$ cat src/hw/lbat_defines.svh
// constants for the local bus arbiter and access timer
`ifndef LBAT_DEFINES_SVH
`define LBAT_DEFINES_SVH
`define LBAT_CLK_MHZ      100
`define LBAT_US_CYC       ((`LBAT_CLK_MHZ * 1000) / 1000)
`define LBAT_US_CNT_W     7
`define LBAT_US_LAST      7'h63
`define LBAT_TO_8_US      12'h008
`define LBAT_TO_64_US     12'h040
`define LBAT_TO_256_US    12'h100
`define LBAT_TO_CNT_W     12
`define LBAT_TO_SEL_8     2'h0
`define LBAT_TO_SEL_64    2'h1
`define LBAT_TO_SEL_256   2'h2
`define LBAT_TO_SEL_INF   2'h3
`define LBAT_NMST         5
`define LBAT_IDX_NET      0
`define LBAT_IDX_MOD      1
`define LBAT_IDX_DISK     2
`define LBAT_IDX_BRIDGE   3
`define LBAT_IDX_CPU      4
`endif

$ cat src/hw/lbat_pkg.sv
// types for the local bus arbiter and access timer
package lbat_pkg;
   typedef logic [4:0] lbat_mvec_t;
   typedef logic [1:0] lbat_tosel_t;
   typedef enum logic [1:0] {
      LBAT_IDLE  = 2'b00,
      LBAT_OWNED = 2'b01,
      LBAT_XFER  = 2'b10
   } lbat_state_t;
endpackage

$ cat src/hw/lbat_access_timer.sv
// local bus access timer with microsecond prescaler
`timescale 1ns/10ps
`include "lbat_defines.svh"
module lbat_access_timer
   import lbat_pkg::*;
(
   input  wire logic              clk,
   input  wire logic              arst_n,
   input  wire logic              clk_en,
   input  wire logic              run,
   input  wire logic              restart,
   input  wire lbat_pkg::lbat_tosel_t to_sel,
   output logic                   expired
);
   import lbat_pkg::*;
   logic [`LBAT_US_CNT_W-1:0] us_ff, nxt_us;
   logic [`LBAT_TO_CNT_W-1:0] cnt_ff, nxt_cnt;
   logic [`LBAT_TO_CNT_W-1:0] limit;

   always_comb begin
      nxt_us  = us_ff;
      nxt_cnt = cnt_ff;
      unique case (to_sel)
         `LBAT_TO_SEL_8:   limit = `LBAT_TO_8_US;
         `LBAT_TO_SEL_64:  limit = `LBAT_TO_64_US;
         `LBAT_TO_SEL_256: limit = `LBAT_TO_256_US;
         default:          limit = '0;
      endcase
      if (restart) begin
         nxt_us  = '0;
         nxt_cnt = '0;
      end else if (run) begin
         if (us_ff == `LBAT_US_LAST) begin
            nxt_us = '0;
            if (cnt_ff != limit)
               nxt_cnt = cnt_ff + `LBAT_TO_CNT_W'(1);
         end else begin
            nxt_us = us_ff + `LBAT_US_CNT_W'(1);
         end
      end
   end

   always_ff @(posedge clk or negedge arst_n) begin
      if (!arst_n) begin
         us_ff  <= '0;
         cnt_ff <= '0;
      end else if (clk_en) begin
         us_ff  <= nxt_us;
         cnt_ff <= nxt_cnt;
      end
   end

   // infinite setting has limit zero, so the count stays at zero and matches it; the to_sel term keeps expired low
   assign expired = run && (to_sel != `LBAT_TO_SEL_INF) && (cnt_ff == limit)
                    && (cnt_ff != '0);
endmodule // lbat_access_timer

$ cat src/hw/lbat_arbiter.sv
// local bus fixed-priority arbiter with access timeout
// Operation
// - grant by fixed priority: network, module dma, disk, bridge, then processor
// - timer enabled and access too long: transfer error ack to bus owner
// - timeout selectable 8, 64, 256 us or infinite; infinite never fires
// - timer does not count during cycles bound for the system bus
// - own timer acts only when system-bus interface chip absent
// - duplicated timeout inhibited while system-bus interface chip present
// - unclaimed onboard address access ends in timeout when timer enabled with a finite setting and system-bus interface chip absent
`timescale 1ns/10ps
`include "lbat_defines.svh"
module lbat_arbiter
   import lbat_pkg::*;
(
   input  wire logic                  clk,
   input  wire logic                  arst_n,
   input  wire logic                  clk_en,
   input  wire lbat_pkg::lbat_mvec_t  bus_req,
   input  wire logic                  xfer_start,
   input  wire logic                  xfer_ack,
   input  wire logic                  xfer_offboard,
   input  wire logic                  timer_en,
   input  wire lbat_pkg::lbat_tosel_t timeout_sel,
   input  wire logic                  sysif_present,
   output lbat_pkg::lbat_mvec_t       bus_grant,
   output logic                       transfer_error_ack,
   output logic                       bus_busy
);
   import lbat_pkg::*;

   lbat_state_t state_ff, nxt_state;
   lbat_mvec_t  grant_ff, nxt_grant;
   logic        tea_ff, nxt_tea;
   logic        offb_ff, nxt_offb;
   logic        busy_ff, nxt_busy;
   logic        present_s1_ff, present_s2_ff;
   logic        timer_run, timer_restart, expired;

   // fixed priority pick: lowest index wins
   function automatic lbat_mvec_t pick(input lbat_mvec_t req);
      lbat_mvec_t g;
      g = '0;
      for (int i = `LBAT_NMST - 1; i >= 0; i--) begin
         if (req[i])
            g = lbat_mvec_t'(1) << i;
      end
      return g;
   endfunction

   // strap from the board: synchronise before use
   always_ff @(posedge clk or negedge arst_n) begin
      if (!arst_n) begin
         present_s1_ff <= 1'b0;
         present_s2_ff <= 1'b0;
      end else if (clk_en) begin
         present_s1_ff <= sysif_present;
         present_s2_ff <= present_s1_ff;
      end
   end

   // offboard cycles and the presence of the other chip both stop the count
   assign timer_run     = (state_ff == LBAT_XFER) && timer_en && !present_s2_ff
                          && !offb_ff;
   assign timer_restart = (state_ff != LBAT_XFER) || xfer_ack;

   lbat_access_timer u_timer (
      .clk     (clk),
      .arst_n  (arst_n),
      .clk_en  (clk_en),
      .run     (timer_run),
      .restart (timer_restart),
      .to_sel  (timeout_sel),
      .expired (expired)
   );

   always_comb begin
      nxt_state = state_ff;
      nxt_grant = grant_ff;
      nxt_tea   = 1'b0;
      nxt_offb  = offb_ff;
      nxt_busy  = busy_ff;
      unique case (state_ff)
         LBAT_IDLE: begin
            nxt_busy = 1'b0;
            if (bus_req != '0) begin
               nxt_grant = pick(bus_req);
               nxt_state = LBAT_OWNED;
            end
         end
         LBAT_OWNED: begin
            if ((bus_req & grant_ff) == '0) begin
               nxt_grant = '0;
               nxt_state = LBAT_IDLE;
            end else if (xfer_start) begin
               nxt_offb  = xfer_offboard;
               nxt_busy  = 1'b1;
               nxt_state = LBAT_XFER;
            end
         end
         LBAT_XFER: begin
            // no decoder answers an unclaimed address, so only the timer ends it
            if (xfer_ack) begin
               nxt_busy  = 1'b0;
               nxt_state = LBAT_OWNED;
            end else if (expired) begin
               nxt_tea   = 1'b1;
               nxt_busy  = 1'b0;
               nxt_state = LBAT_OWNED;
            end
         end
         default: begin
            nxt_state = LBAT_IDLE;
            nxt_grant = '0;
         end
      endcase
   end

   always_ff @(posedge clk or negedge arst_n) begin
      if (!arst_n) begin
         state_ff <= LBAT_IDLE;
         grant_ff <= '0;
         tea_ff   <= 1'b0;
         offb_ff  <= 1'b0;
         busy_ff  <= 1'b0;
      end else if (clk_en) begin
         state_ff <= nxt_state;
         grant_ff <= nxt_grant;
         tea_ff   <= nxt_tea;
         offb_ff  <= nxt_offb;
         busy_ff  <= nxt_busy;
      end
   end

   assign bus_grant          = grant_ff;
   assign transfer_error_ack = tea_ff;
   assign bus_busy           = busy_ff;

   property p_prio_grant;
      @(posedge clk) disable iff (!arst_n)
      (state_ff == LBAT_IDLE && bus_req != '0 && clk_en) |=> (bus_grant == pick($past(bus_req)));
   endproperty
   a_prio_grant: assert property (p_prio_grant) else $error("grant not by priority");

   property p_net_wins;
      @(posedge clk) disable iff (!arst_n)
      (state_ff == LBAT_IDLE && bus_req[`LBAT_IDX_NET] && clk_en) |=> bus_grant[`LBAT_IDX_NET];
   endproperty
   a_net_wins: assert property (p_net_wins) else $error("network master not granted");

   property p_tea_owner;
      @(posedge clk) disable iff (!arst_n)
      transfer_error_ack |-> (bus_grant != '0 && $past(state_ff) == LBAT_XFER);
   endproperty
   a_tea_owner: assert property (p_tea_owner) else $error("error ack without owner");

   property p_tea_cause;
      @(posedge clk) disable iff (!arst_n)
      (expired && state_ff == LBAT_XFER && !xfer_ack && clk_en) |=> transfer_error_ack;
   endproperty
   a_tea_cause: assert property (p_tea_cause) else $error("expiry without error ack");

   property p_inf_never;
      @(posedge clk) disable iff (!arst_n)
      (timeout_sel == `LBAT_TO_SEL_INF) |-> !expired;
   endproperty
   a_inf_never: assert property (p_inf_never) else $error("infinite timeout expired");

   property p_offboard_quiet;
      @(posedge clk) disable iff (!arst_n)
      (state_ff == LBAT_XFER && offb_ff) |-> !timer_run;
   endproperty
   a_offboard_quiet: assert property (p_offboard_quiet) else $error("timer ran offboard");

   property p_present_inhibit;
      @(posedge clk) disable iff (!arst_n)
      present_s2_ff |=> !transfer_error_ack;
   endproperty
   a_present_inhibit: assert property (p_present_inhibit) else $error("timeout while inhibited");

   property p_ack_restart;
      @(posedge clk) disable iff (!arst_n)
      (state_ff == LBAT_XFER && xfer_ack && clk_en) |=> (state_ff == LBAT_OWNED && !bus_busy);
   endproperty
   a_ack_restart: assert property (p_ack_restart) else $error("ack did not end transfer");

   // at most one master may ever drive the local bus
   property p_grant_onehot;
      @(posedge clk) disable iff (!arst_n)
      $onehot0(bus_grant);
   endproperty
   a_grant_onehot: assert property (p_grant_onehot) else $error("grant not one-hot");

   // no preemption: a higher request waits until the owner lets go
   property p_grant_hold;
      @(posedge clk) disable iff (!arst_n)
      (state_ff == LBAT_OWNED && (bus_req & bus_grant) != '0 && clk_en) |=> $stable(bus_grant);
   endproperty
   a_grant_hold: assert property (p_grant_hold) else $error("owner lost the bus");

   property p_grant_release;
      @(posedge clk) disable iff (!arst_n)
      (state_ff == LBAT_OWNED && (bus_req & bus_grant) == '0 && clk_en) |=> (bus_grant == '0);
   endproperty
   a_grant_release: assert property (p_grant_release) else $error("grant kept after release");

   property p_tea_pulse;
      @(posedge clk) disable iff (!arst_n)
      (transfer_error_ack && clk_en) |=> !transfer_error_ack;
   endproperty
   a_tea_pulse: assert property (p_tea_pulse) else $error("error ack longer than one cycle");

   property p_timer_off_quiet;
      @(posedge clk) disable iff (!arst_n)
      (!timer_en && clk_en) |=> !transfer_error_ack;
   endproperty
   a_timer_off_quiet: assert property (p_timer_off_quiet) else $error("error ack with timer off");

   // offboard cycles belong to the system-bus timers, never to this one
   property p_offboard_no_tea;
      @(posedge clk) disable iff (!arst_n)
      (state_ff == LBAT_XFER && offb_ff && clk_en) |=> !transfer_error_ack;
   endproperty
   a_offboard_no_tea: assert property (p_offboard_no_tea) else $error("error ack offboard");

   property p_busy_start;
      @(posedge clk) disable iff (!arst_n)
      (state_ff == LBAT_OWNED && (bus_req & bus_grant) != '0 && xfer_start && clk_en)
         |=> bus_busy;
   endproperty
   a_busy_start: assert property (p_busy_start) else $error("start did not open transfer");
endmodule // lbat_arbiter

$ cat config.mk
export PLATFORM = sky130hd
export DESIGN_NAME = lbat_arbiter
export DESIGN_NICKNAME = d
export VERILOG_FILES = /design/src/hw/lbat_pkg.sv /design/src/hw/lbat_access_timer.sv /design/src/hw/lbat_arbiter.sv
export VERILOG_INCLUDE_DIRS = /design/src /design/src/hw
export SDC_FILE = /design/constraint.sdc
export NUM_CORES = 1
export LEC_CHECK = 0
export BUFFER_PORTS_ARGS = -buffer_cell sky130_fd_sc_hd__buf_2
export CAP_MARGIN = 20
export CORE_MARGIN = 2
export CORE_UTILIZATION = 55
export DETAILED_ROUTE_END_ITERATION = 7
export PLACE_DENSITY = 0.76
export SKIP_CTS_REPAIR_TIMING = 1
export SKIP_LAST_GASP = 1
export SLEW_MARGIN = 30
export SYNTH_ARGS = -nofsm -noshare
export SYNTH_HDL_FRONTEND = slang
export SYNTH_SLANG_ARGS = --single-unit
$ cat constraint.sdc
create_clock -name clk -period 4.3 [get_ports clk]
set_clock_uncertainty 0.05 [all_clocks]
set_input_delay 0.215 -clock clk [delete_from_list [all_inputs] [get_ports clk]]
set_output_delay 0.215 -clock clk [all_outputs]
set_load 0.02 [all_outputs]
==> results.py <==
metrics = {
    "status": {
        "outcome": "finished clean",
    },
    "routing": {
        "vias_per_cell": 6.031,
        "wire_per_inst_um": 15.51,
        "ant_nets": 0,
        "drtPass1Iterations": 4,
        "wl_um": 4049,
        "dr_total_vias": 1574,
        "drt-initial-drc-count": 121,
        "drc_errors": 0,
    },
    "synthesis": {
        "synth-edff-count": 0,
        "yosysTopAreaCell": "dfrtp_1",
        "seq_area_frac_synth": 0.4201,
        "synthArstFlopShare": 1.000,
        "ys_ff_latch": 31,
        "synth_area_leaders": "dfrtp_1 (42%), nand2_1 (4.1%), nor2_1 (3.9%), xnor2_1 (3.3%), o21ai_0 (2.7%)",
        "synth_top_cell_area_share": 0.4201,
        "synth_nets": 210,
        "syn_avg_cell_area_um2": 9.619,
        "synth_cell_types": 57,
        "syn_inst": 192,
        "synth_flop_cell": "dfrtp_1",
        "yosysWarnings": 0,
        "syn_area_um2": 1847,
    },
    "timing": {
        "rsz0062_at_grt": "no",
        "slew_headroom": 0.5429,
        "worst_slew_pin_slew_ps": 685.7,
        "fmax_mhz": 497.6,
        "tns_ps": 0,
        "final_max_slew_viol_count": 0,
        "finalCritPeriodShare": 0.4674,
        "fin_crit_ps": 2010,
        "setup_viol": 0,
        "finalHoldViolations": 0,
    },
    "pwr": {
        "swShare": 0.3619,
        "peakVddDrop_mv": 0.1646,
        "switching_power_uw": 264.5,
        "combinationalPowerShare": 0.290,
        "cellPowerDensity_nw_per_um2": 358.4,
        "p_clk_frac": 0.204,
        "power.leakage_nw": 0.9095,
        "seq_power_share": 0.506,
        "intPower_uw": 466.5,
        "power_uw": 731.0,
    },
    "grt": {
        "grt_max_degree": 32,
        "grt_pass1_vias": 1456,
        "grt_pass1_wl_um": 6748,
        "antenna_found_initial": 0,
        "overflow": 0,
        "grt_usage": 0.2407,
    },
    "cts": {
        "clock_sinks": 31,
        "numCtsBuffers": 5,
        "insertion_delay_ps": 330,
        "cts-root-buf": "clkbuf_4",
        "path_clk_slew_ps": 80,
        "cts_tree": "built",
        "htreeDepth": 2,
        "clk_path_buf_depth": 2,
    },
    "placement": {
        "dp_hpwl_um": 2950,
        "port_buffers": 21,
        "dpl.cell_count": 254,
        "gpl.final_weighted_congestion": 0.8924,
    },
    "critical_path": {
        "start_kind": "register",
        "worstPathRequired_ps": 4470,
        "cp_max_fo": 10,
        "worstPathCellList": "ha_1 > nand2b_1 > nor4_4 > o21a_4 > o21ai_1 > a22o_1",
        "path_class": "reg -> reg",
        "worstPathArrival_ps": 2180,
        "max_stage_delay_ps": 570,
        "crit_slowest_cell": "nor4_4",
        "crit_path_end_kind": "register",
    },
    "floorplanning": {
        "die_h_um": 61.95,
        "die_w_um": 61.95,
        "core_um2": 3284,
        "initial_core_util": 0.5623,
        "num_rows": 21,
        "dieArea_um2": 3837,
        "io_pins": 22,
    },
    "hold_path": {
        "hp-class": "in -> reg",
    },
    "cells_and_area": {
        "fin_nets": 234,
        "drive_gt1_frac": 0.1860,
        "area_delta_synth_final_pct": 10.43,
        "final_cells": 261,
        "diodes": 0,
    },
    "flow_run": {
        "drv_cap": 0,
    },
}
## per-layer routing
metal	global-route usage	wire, µm	up-vias
met1	0.3263	1882	762
li1	-	-	756
met2	0.3705	1906	50
met5	0	0	-
met3	0.06625	201	6
met4	0.08511	59	0
## power groups by stage
| stage | registers (mW) | clock network, mW | logic, mW |
|---|---|---|---|
| after floorplan | 0.385 | 0 | 0.131 |
| after global placement | 0.372 | 0 | 0.210 |
| after detailed placement | 0.375 | 0 | 0.212 |
| after CTS | 0.369 | 0.156 | 0.213 |
| after global routing | 0.374 | 0.168 | 0.234 |
| final | 0.370 | 0.149 | 0.212 |
## through the flow
stage / setup slack [ps] / util / hold WS (ps) / cell area, µm²
2_1_floorplan: 2434 / - / -130.6 / 1847
3_3_place_gp: 2350 / 0.6053 / 235.5 / 1988
3_5_place_dp: 2314 / 0.6053 / 253.8 / 1988
4_1_cts: 2295 / 0.6179 / -118.1 / 2029
5_1_grt: 2154 / 0.6210 / 57.54 / 2039
6_report: 2290 / 0.6210 / 73.09 / 2039
## final timing paths
| check | start | end | slack (ps) | cells after the start |
|---|---|---|---|---|
| worst max-delay path | u_timer.us_ff[0] | u_timer.cnt_ff[6] | 2290 | 6 |
| worst min-delay path | xfer_offboard | offb_ff | 70 | 2 |
| worst max register to register | u_timer.us_ff[0] | u_timer.cnt_ff[6] | 2290 | 6 |
| worst min register to register | present_s1_ff | present_s2_ff | 460 | 1 |
| max in group asynchronous | arst_n | u_timer.cnt_ff[10] | 3350 | 2 |
| min in group asynchronous | arst_n | state_ff[0] | 400 | 2 |
## synth_stat cells, types with 2 or more instances
master and number:
dfrtp_1 31, nand2_1 20, nor2_1 19, o21ai_0 10, nor3_1 8, nand3_1 7
xnor2_1 7, and3_1 6, a21oi_1 4, inv_1 4, mux2_2 4, nand2b_1 4
o211ai_1 4, xor2_1 4, and2_1 3, ha_1 3, nand4_1 3, a221o_1 2
a22o_1 2, and4_1 2, buf_2 2, clkbuf_1 2, mux2i_1 2, nor3b_1 2
nor4_1 2, nor4bb_1 2, o2111ai_1 2, o21ai_1 2
## layout by cell type, fill, tap and decap left out, types with 5 or more instances in the layout
master	count
clkbuf_4	5
nor2_1	19
nand3_1	7
buf_2	21
xnor2_1	7
nor3_1	8
nand2_1	20
o21ai_0	10
dfrtp_1	31
and3_1	6
## flip-flops by register name, summed over array words and instances, names as in the netlist
| signal | flops |
|---|---|
| transfer_error_ack | 1 |
| u_timer.cnt_ff | 12 |
| offb_ff | 1 |
| bus_busy | 1 |
| present_s2_ff | 1 |
| u_timer.us_ff | 7 |
| state_ff | 2 |
| present_s1_ff | 1 |
| bus_grant | 5 |
## layout make-up
type | instances | area (µm²)
inverter | 4 | 15.01
multi-input combinational | 152 | 1035
tap | 46 | 57.56
sequential | 31 | 775.7
fill | 292 | 1245
timing repair buffer | 22 | 115.1
clock buffer | 6 | 41.29
## critical path, delay by kind of cell (launching register included)
| family | cells | cell delay, ps |
|---|---|---|
| fa+ha+maj | 1 | 210 |
| compound gates | 3 | 540 |
| simple gates | 2 | 700 |
| flops | 1 | 400 |
## logic make-up (layout without fill, tap and decap cells)
logic type | after synthesis | count (layout) | synth area share
compound gates | 40 | 40 | 0.1667
xor+xnor | 11 | 11 | 0.05217
fa+ha+maj | 3 | 3 | 0.02033
buf+inv | 9 | 32 | 0.01965
flops | 31 | 31 | 0.4201
mux | 6 | 6 | 0.03523
simple gates | 92 | 92 | 0.2859
Power figures use the tool's default switching activity.
